$ cat src/hdl/dlgo_defs.svh
`ifndef DLGO_DEFS_SVH
`define DLGO_DEFS_SVH

// Register offsets on the register access port
`define DLGO_OFS_LOAD_MODE 4'h7
`define DLGO_OFS_OUT_SEL 4'h8
`define DLGO_OFS_OUT_LVL 4'h9

// Field positions and widths
`define DLGO_MODE_MSB 1
`define DLGO_PIN_MSB 7
`define DLGO_DAC_MSB 11
`define DLGO_REG_MSB 15
`define DLGO_ADDR_MSB 3
`define DLGO_CH_MSB 2

// Load-mode codes
`define DLGO_MODE_DIRECT 2'h0
`define DLGO_MODE_HOLD 2'h1
`define DLGO_MODE_BATCH 2'h2
`define DLGO_MODE_UNDEF 2'h3

// Reset values
`define DLGO_RST_LOAD_MODE 2'h0
`define DLGO_RST_PIN 8'h00
`define DLGO_RST_DAC 12'h000

`endif

$ cat src/hdl/dlgo_pkg.sv
`default_nettype none
package dlgo_pkg;

  // Batch transfer sequencer, Gray along idle, copy, update
  typedef enum logic [1:0] {
    DLGO_IDLE = 2'h0,
    DLGO_COPY = 2'h1,
    DLGO_UPDT = 2'h3
  } dlgo_fsm_t;

  // Whole state of the register bank
  typedef struct packed {
    logic [1:0] load_mode;
    logic [7:0] out_sel;
    logic [7:0] out_lvl;
    logic [7:0] pin_drv;
    logic [7:0][11:0] dac_in;
    logic [7:0][11:0] dac_reg;
    logic [7:0] dac_upd;
    logic [15:0] rdata;
    logic rvalid;
    dlgo_fsm_t fsm;
  } dlgo_state_t;

endpackage

`default_nettype wire

$ cat src/hdl/dlgo_regs.sv
`timescale 1ns/100ps
`default_nettype none
`include "dlgo_defs.svh"

////////////////////////////////////////////////////////////////////////////////
// Operation
// Two-bit load mode field, resets to zero
// Code 00: input write goes straight out
// Code 01: inputs held, outputs unchanged
// Code 10: copy all, then update together
// Load mode bits 15:2 read zero
// Select bit n makes pin n output
// Clear select bit leaves pin untouched
// Selected pin follows its level bit
// Eight bits read/write, upper byte zero
// Select and level reset to zero
// Host avoids code 11; acts as 00
// Level reaches pin only while selected
module dlgo_regs (
  input wire logic sys_clk, // System clock, 100 MHz
  input wire logic arst_n, // Asynchronous reset, active low
  input wire logic reg_wr_en, // Register write strobe
  input wire logic reg_rd_en, // Register read strobe
  input wire logic [`DLGO_ADDR_MSB:0] reg_addr, // Register offset
  input wire logic [`DLGO_REG_MSB:0] reg_wdata, // Register write data
  output logic [`DLGO_REG_MSB:0] reg_rdata, // Registered read data
  output logic reg_rvalid, // Read data valid pulse
  input wire logic dac_in_wr, // DAC input register write strobe
  input wire logic [`DLGO_CH_MSB:0] dac_in_ch, // DAC channel written
  input wire logic [`DLGO_DAC_MSB:0] dac_in_data, // DAC input data
  output logic [7:0][11:0] dac_code, // DAC register contents
  output logic [`DLGO_PIN_MSB:0] dac_update, // Per-channel analog update pulse
  output logic [`DLGO_PIN_MSB:0] gpio_out, // Pin output level
  output logic [`DLGO_PIN_MSB:0] gpio_oe // Pin output enable
);

  ////////////////////////////////////////////////////////////////////////////////
  // State and decode

  dlgo_pkg::dlgo_state_t st_r; // Registered state
  dlgo_pkg::dlgo_state_t st_nxt; // Next state
  logic wr_mode; // Write to load mode register
  logic wr_sel; // Write to select register
  logic wr_lvl; // Write to level register
  logic direct_mode; // Input writes pass straight through
  logic [`DLGO_PIN_MSB:0] drv_nxt; // Next pin drive levels

  // Address decode; a write to any other offset is dropped
  assign wr_mode = reg_wr_en && (reg_addr == `DLGO_OFS_LOAD_MODE);
  assign wr_sel = reg_wr_en && (reg_addr == `DLGO_OFS_OUT_SEL);
  assign wr_lvl = reg_wr_en && (reg_addr == `DLGO_OFS_OUT_LVL);
  // Undefined code falls back to direct loading
  assign direct_mode = (st_r.load_mode == `DLGO_MODE_DIRECT) ||
                       (st_r.load_mode == `DLGO_MODE_UNDEF);

  ////////////////////////////////////////////////////////////////////////////////
  // Per-pin drive: a level change reaches the pin only while selected

  genvar gi;
  generate
    for (gi = 0; gi <= `DLGO_PIN_MSB; gi++) begin : g_pin
      // Selected pin takes its level bit, otherwise keeps its last drive
      assign drv_nxt[gi] = st_r.out_sel[gi] ? st_r.out_lvl[gi] : st_r.pin_drv[gi];

    end
  endgenerate

  ////////////////////////////////////////////////////////////////////////////////
  // Next-state logic

  always_comb begin
    // Everything holds unless a branch below moves it
    st_nxt = st_r;
    // Update pulses and read valid last a single cycle
    st_nxt.dac_upd = `DLGO_RST_PIN;
    st_nxt.rvalid = 1'b0;
    // Pin drive comes from the per-pin loop
    st_nxt.pin_drv = drv_nxt;
    // Software writes; only documented bits are stored
    if (wr_mode) begin
      st_nxt.load_mode = reg_wdata[`DLGO_MODE_MSB:0];
    end
    if (wr_sel) begin
      st_nxt.out_sel = reg_wdata[`DLGO_PIN_MSB:0];
    end
    if (wr_lvl) begin
      st_nxt.out_lvl = reg_wdata[`DLGO_PIN_MSB:0];
    end
    // Reads; unmapped offsets and reserved bits return zero
    if (reg_rd_en) begin
      st_nxt.rvalid = 1'b1;
      unique case (reg_addr)
        `DLGO_OFS_LOAD_MODE: st_nxt.rdata = {14'h0, st_r.load_mode};
        `DLGO_OFS_OUT_SEL: st_nxt.rdata = {8'h00, st_r.out_sel};
        `DLGO_OFS_OUT_LVL: st_nxt.rdata = {8'h00, st_r.out_lvl};
        default: st_nxt.rdata = 16'h0000;
      endcase
    end
    // Input register write; direct mode also loads the DAC register
    if (dac_in_wr) begin
      st_nxt.dac_in[dac_in_ch] = dac_in_data;
      if (direct_mode) begin // Only direct loading touches the DAC register
        st_nxt.dac_reg[dac_in_ch] = dac_in_data;
        st_nxt.dac_upd[dac_in_ch] = 1'b1;
      end
      // Hold and batch modes leave DAC registers alone
    end
    // Batch sequencer: copy all inputs, then update all outputs at once
    unique case (st_r.fsm)
      dlgo_pkg::DLGO_IDLE: begin
        // Only a fresh write of the batch code starts a transfer
        if (wr_mode && (reg_wdata[`DLGO_MODE_MSB:0] == `DLGO_MODE_BATCH)) begin
          st_nxt.fsm = dlgo_pkg::DLGO_COPY;
        end
      end
      dlgo_pkg::DLGO_COPY: begin
        // All eight channels copied in one cycle
        st_nxt.dac_reg = st_r.dac_in;
        st_nxt.fsm = dlgo_pkg::DLGO_UPDT;
      end
      dlgo_pkg::DLGO_UPDT: begin
        // Every channel updates in the same cycle
        st_nxt.dac_upd = 8'hFF;
        st_nxt.fsm = dlgo_pkg::DLGO_IDLE;
      end
      default: begin
        // Unused code returns to idle
        st_nxt.fsm = dlgo_pkg::DLGO_IDLE;
      end
    endcase
  end

  ////////////////////////////////////////////////////////////////////////////////
  // State register

  always_ff @(posedge sys_clk or negedge arst_n) begin
    if (!arst_n) begin
      // Mode, pins and converter data all start cleared
      st_r.load_mode <= `DLGO_RST_LOAD_MODE;
      st_r.out_sel <= `DLGO_RST_PIN;
      st_r.out_lvl <= `DLGO_RST_PIN;
      st_r.pin_drv <= `DLGO_RST_PIN;
      st_r.dac_in <= {8{`DLGO_RST_DAC}};
      st_r.dac_reg <= {8{`DLGO_RST_DAC}};
      st_r.dac_upd <= `DLGO_RST_PIN;
      st_r.rdata <= 16'h0000;
      st_r.rvalid <= 1'b0;
      st_r.fsm <= dlgo_pkg::DLGO_IDLE;
    end else begin
      st_r <= st_nxt;
    end
  end

  ////////////////////////////////////////////////////////////////////////////////
  // Outputs

  // Read port
  assign reg_rdata = st_r.rdata;
  assign reg_rvalid = st_r.rvalid;
  // Converter side
  assign dac_code = st_r.dac_reg;
  assign dac_update = st_r.dac_upd;
  // Pin side
  assign gpio_out = st_r.pin_drv;
  // Clear select bit releases the pin to the other configuration logic
  assign gpio_oe = st_r.out_sel;
endmodule // dlgo_regs

`default_nettype wire

$ cat config.mk
export PLATFORM = sky130hd
export DESIGN_NAME = dlgo_regs
export DESIGN_NICKNAME = d
export VERILOG_FILES = /design/src/hdl/dlgo_pkg.sv /design/src/hdl/dlgo_regs.sv
export VERILOG_INCLUDE_DIRS = /design/src /design/src/hdl
export SDC_FILE = /design/constraint.sdc
export NUM_CORES = 1
export LEC_CHECK = 0
export CORE_MARGIN = 2
export CORE_UTILIZATION = 35
export CTS_CLUSTER_DIAMETER = 50
export DETAILED_ROUTE_END_ITERATION = 8
export DONT_BUFFER_PORTS = 1
export GPL_TIMING_DRIVEN = 0
export SLEW_MARGIN = 5
export SYNTH_ARGS = -nofsm -noshare
export SYNTH_HDL_FRONTEND = slang
export SYNTH_SLANG_ARGS = --single-unit
$ cat constraint.sdc
create_clock -name sys_clk -period 2.7 [get_ports sys_clk]
set_input_delay 0.27 -clock sys_clk [delete_from_list [all_inputs] [get_ports sys_clk]]
set_output_delay 0.27 -clock sys_clk [all_outputs]
set_load 0.005 [all_outputs]
==> flow_summary.ini, run 1 <==
[run_status]
status = finished with violations
violations = hold timing

[sta]
fin_skew_ns = 0.0150
rsz0062_at_grt = no
final.min_clock_period_ns = 2.03
hold_slack_ns = -0.564
relSlewSlack_pct = 36.8
final_max_slew_viol_count = 0
fin_crit_sh_pct = 75.0
final.setup.worst_slack_ns = 0.675
fmax_mhz = 494
setup_viol = 0
fin_tns_setup_ns = 0
worstMarginPinSlew_ns = 0.948
hold_viol = 237

[worst_setup_path]
cp.arrival_ns = 2.48
cp_top_family = buffers and inverters
r2r_cells = 5
cp_common_cell = buf_2
rr_startpoint = st_r[243]
critical_path_buf_inv_count = 2
crit_required_ns = 3.15
reg2reg_setup_slack_ns = 0.67
cpMaxStageDelayCell = dfrtp_1
cp_slowest_stage_delay_ns = 0.46
rr_endpoint = dac_code[8]
cp-start-kind = flop
cp-end-kind = flop
crit_type = flop to flop
worstPathCellList = xnor2_2 > buf_2 > buf_2 > a31oi_1 > a21oi_1
cp_max_fo = 10

[synth]
yosysSeqAreaShare_pct = 52.0
synth_most_common_cell = nand2_1
synthesis.instances = 1255
synthTopCellsByArea = dfrtp_1 52%, buf_4 9.5%, nand2_1 9.5%, a31oi_1 5.3%, o21ai_0 4.3%
yosysUniqueCellTypes = 38
yosys.area.top_type_share_pct = 52.0
yosys.area.top_type = dfrtp_1
synth_edf_count = 0
synth_flop_cell = dfrtp_1
async_flop_share_pct = 100
synthTopCellsByCount = 290 x nand2_1, 237 x dfrtp_1, 145 x buf_4, 99 x nor2_1, 99 x o21ai_0
ys.warnings.count = 0
syn_avg_cell_area_um2 = 9.09
ys_ff_latch = 237
synth_area_mm2 = 0.0114

[cts]
cts_hold_buf = 13
cts_sinks = 237
ctsResizeCount = 0
cts_tree = built
cts_max_level = 1
clk_latency_ns = 0.55
clk_pin_slew_ns = 0.06
cts_setup_buffers = 0
cts_buffers = 28
root_buffer = clkbuf_16
clock_path_buffers = 3

[global_routing]
grt_max_degree = 238
grt_pass1_vias = 8633
overflow = 0
antenna_found_initial = 0
track_usage_pct = 19.8
grt_first_pass_wirelength_mm = 51.4

[floorplan]
io_pins = 177
core_area_mm2 = 0.0323
die_width_um = 185
initial_core_util_pct = 35.3
die_h_um = 185
dieArea_mm2 = 0.0340
core.rowCount = 66

[final_layout]
multi_input_area_mm2 = 0.00387
seq_area_mm2 = 0.00593
drive_above_1_share_pct = 21.7
nNetsFinal = 1345
antennaDiodeCount = 0
fill_cells = 3218
area_growth_pct = 14.5
design_area_mm2 = 0.0131
final_util_pct = 40.5

[route]
ant_nets = 0
drt_iter0_drc = 797
route.detailed.drc = 0
first_pass_iters = 6
dr_total_vias = 8912
wl_per_cell_um = 19.2
vias_per_cell = 5.05
routed_wl_mm = 33.9

[place]
port-buffer-count = 0
place.gp.congestion = 0.832
pre_cts_ws_ns = 0.702
place_area_mm2 = 0.0120
hpwl_mm = 22.0

[min_path]
hold_class = primary input to async pin

[power_and_ir_drop]
power.leakage_nw = 6.19
p_per_area_mw_per_mm2 = 1050
vdd.ir_drop.worst_mv = 0.478

[run]
drv_cap = 0
-- cells in the final DEF (no fill, tap or decap), types with 13 or more instances in the layout --
| cell | n |
|---|---|
| nand2_1 | 290 |
| dfrtp_1 | 237 |
| buf_4 | 145 |
| o21ai_0 | 99 |
| nor2_1 | 99 |
| a21oi_1 | 98 |
| a31oi_1 | 96 |
| clkbuf_1 | 57 |
| buf_2 | 35 |
| mux2_2 | 33 |
| clkbuf_16 | 29 |
| dlygate4sd3_1 | 13 |
-- routing by layer --
| layer | vias to the layer above | track usage, % | share of wire, % |
|---|---|---|---|
| met4 | 0 | 6.24 | 2.8 |
| met1 | 4363 | 26.1 | 43 |
| li1 | 4151 | - | - |
| met3 | 60 | 4.70 | 7.7 |
| met2 | 338 | 32.1 | 47 |
| met5 | - | 0 | 0 |
-- through the flow --
step	power (mW)	std cells	hold WS (ns)
3_5_place_dp	9.93	1704	-0.0226
5_1_grt	14.6	1765	-0.583
6_report	13.8	1765	-0.564
4_1_cts	13.9	1765	-0.585
2_1_floorplan	8.70	1262	-0.0256
3_3_place_gp	9.84	1704	-0.0216
-- sequential cells by signal, indices dropped and copies added, names as in the netlist --
name,count
dac_code,96
dac_update,8
gpio_oe,8
gpio_out,8
reg_rdata,8
reg_rvalid,1
st_r,108
-- logic make-up (layout without fill, tap and decap cells) --
group	after synthesis	after routing	share of synthesized area, %
AO/OA/AOI/OAI	307	307	14.8
XOR/XNOR	2	2	0.285
buffers and inverters	257	318	14.3
flip-flops	237	237	52.0
multiplexers	34	34	3.39
other	1	8	0.0329
AND/OR/NAND/NOR	417	417	15.1
-- area by class of cell --
class	count	share of cell area (%)
Tap cell	442	4.23
Multi-Input combinational cell	768	29.6
Clock inverter	8	0.929
Sequential cell	237	45.4
Clock buffer	40	6.33
Buffer	249	12.3
Timing Repair Buffer	13	0.996
Inverter	8	0.230
-- how the worst max path moves through the flow --
stage / start / to / slack (ns) / cells after the start
after floorplan: st_r[243] / dac_code[0] / 1.32 / 5
after global placement: dac_in_data[10] / dac_code[10] / 0.74 / 4
after detailed placement: dac_in_data[8] / dac_code[8] / 0.70 / 4
after CTS: st_r[243] / dac_code[18] / 0.71 / 5
after global routing: st_r[243] / dac_code[18] / 0.57 / 5
final: st_r[243] / dac_code[8] / 0.67 / 5
-- where the power goes --
group          switching, mW  internal, mW
Clock                   1.49          2.39
Sequential             0.793          4.71
Combinational           2.28          2.10
Total                   4.56          9.21
Note: power is estimated with default switching activity, not from simulation.
==> run 2: changes to the inputs <==
==> constraint.sdc (replaced) <==
create_clock -name sys_clk -period 2.1 [get_ports sys_clk]
set_input_delay 0.21 -clock sys_clk [delete_from_list [all_inputs] [get_ports sys_clk]]
set_output_delay 0.21 -clock sys_clk [all_outputs]
set_load 0.005 [all_outputs]
==> run 2 against run 1 <==
- the run still ends with hold timing left
- total power increased by 29%
- highest routed layer unchanged
- non-clock buffer count unchanged
- clock-buffer cell count is the same
- via count hardly changed
- clock power rose by 29%
- sequential power is 28% higher
==> flow_summary.ini, run 2 (synthesis results as in run 1) <==
[worst_setup_path]
cp-start-kind = flop
cp_common_cell = buf_2
worstPathCellList = xnor2_4 > buf_2 > buf_2 > a31oi_1 > a21oi_1
cp.arrival_ns = 2.37
cpMaxStageDelayCell = dfrtp_1
cp_slowest_stage_delay_ns = 0.49
crit_type = flop to flop
cp_top_family = buffers and inverters
critical_path_buf_inv_count = 2
crit_required_ns = 2.56
cp-end-kind = flop
cp_max_fo = 10

[global_routing]
overflow = 0
grt_max_degree = 238
antenna_found_initial = 0
track_usage_pct = 19.7
grt_pass1_vias = 8646
grt_first_pass_wirelength_mm = 51.3

[cts]
cts_hold_buf = 13
clk_latency_ns = 0.55
cts_setup_buffers = 0
cts_sinks = 237
clock_path_buffers = 3
cts_max_level = 1
cts_tree = built
root_buffer = clkbuf_16
clk_pin_slew_ns = 0.06
cts_buffers = 28

[final_layout]
antennaDiodeCount = 0
final_util_pct = 40.5
area_growth_pct = 14.6
nNetsFinal = 1345
seq_area_mm2 = 0.00593
drive_above_1_share_pct = 21.7
largest_register_ffs = 108
layout_common_cells = 290 x nand2_1, 237 x dfrtp_1, 145 x buf_4, 99 x o21ai_0, 99 x nor2_1
final_common_cell = nand2_1
regMostFlops = st_r
fill_cells = 3213
design_area_mm2 = 0.0131
multi_input_area_mm2 = 0.00388

[route]
vias_per_cell = 5.05
routed_wl_mm = 33.8
ant_nets = 0
first_pass_iters = 6
wl_per_cell_um = 19.2
wl_met2_mm = 15.8
route.detailed.drc = 0
drt-met1-wl_mm = 14.3
met3_length_mm = 2.73
drt_iter0_drc = 816
dr_total_vias = 8916
topRoutingLayerUsed = met4

[floorplan]
die_width_um = 185
core.rowCount = 66
io_pins = 177
initial_core_util_pct = 35.3
core_area_mm2 = 0.0323
die_h_um = 185
dieArea_mm2 = 0.0340

[sta]
final.setup.worst_slack_ns = 0.181
hold_viol = 237
worstMarginPinSlew_ns = 0.958
setup_viol = 0
hold_slack_ns = -0.625
fmax_mhz = 521
fin_skew_ns = 0.0130
fin_crit_sh_pct = 91.4
final.min_clock_period_ns = 1.92
rsz0062_at_grt = no
fin_tns_setup_ns = 0
relSlewSlack_pct = 36.1
final_max_slew_viol_count = 0

[place]
place.gp.congestion = 0.832
hpwl_mm = 22.0
port-buffer-count = 0
place_area_mm2 = 0.0120
pre_cts_ws_ns = 0.140

[run_status]
violations = hold timing
status = finished with violations

[power_and_ir_drop]
power_mw = 17.7
power.leakage_nw = 6.19
vdd.ir_drop.worst_mv = 0.613
p_per_area_mw_per_mm2 = 1360

[run]
drv_cap = 0

[min_path]
hold_class = primary input to async pin
## run 2: cell counts in the layout (fill, tap and decap cells not counted)
No cell type changed its count.
## run 2: layout make-up
type,count,area share (%)
inverters,8,0.230
clock inverters,8,0.928
plain buffers,249,12.3
repair buffers,13,0.995
clock buffers,40,6.33
well taps,442,4.23
multi-input cells,768,29.7
flip-flops and latches,237,45.4
## run 2: path summary, 6_finish.rpt
kind,from,to,slack (ns),cells after the start
worst max-delay path,st_r[243],dac_code[18],0.18,5
worst min-delay path,arst_n,gpio_out[2],-0.62,0
worst max register to register,st_r[243],dac_code[18],0.18,5
worst min register to register,st_r[1],st_r[0],0.45,1
max in group asynchronous,arst_n,st_r[185],2.28,0
min in group sys_clk,dac_in_ch[0],dac_code[0],0.04,3
## run 2: through the flow
step	std cells	hold WS, ns
final	1765	-0.625
after global routing	1765	-0.643
after CTS	1765	-0.645
after detailed placement	1704	-0.0826
after global placement	1704	-0.0816
after floorplan	1262	-0.0856
## run 2: where the power goes
group	internal [mW]	leakage [nW]	switching, mW
clock network	3.08	0.465	1.92
registers	6.06	2.91	1.02
logic	2.71	2.81	2.93
total	11.9	6.19	5.88
## run 2: metal layers
layer	track usage [%]	vias up
li1	-	4142
met1	25.9	4365
met2	32.0	344
met3	4.70	65
met4	6.46	0
met5	0	-
## run 2: worst reg2reg max path: stages, from the launching register on
cell	delay, ns
dfrtp_1	0.49
xnor2_4	0.35
buf_2	0.36
buf_2	0.31
a31oi_1	0.12
a21oi_1	0.22
## run 2: what timing repair did
action	CTS	global route
endpoints found under the setup margin	0	1
gates resized for setup	0	1
endpoints found under the hold margin	265	237
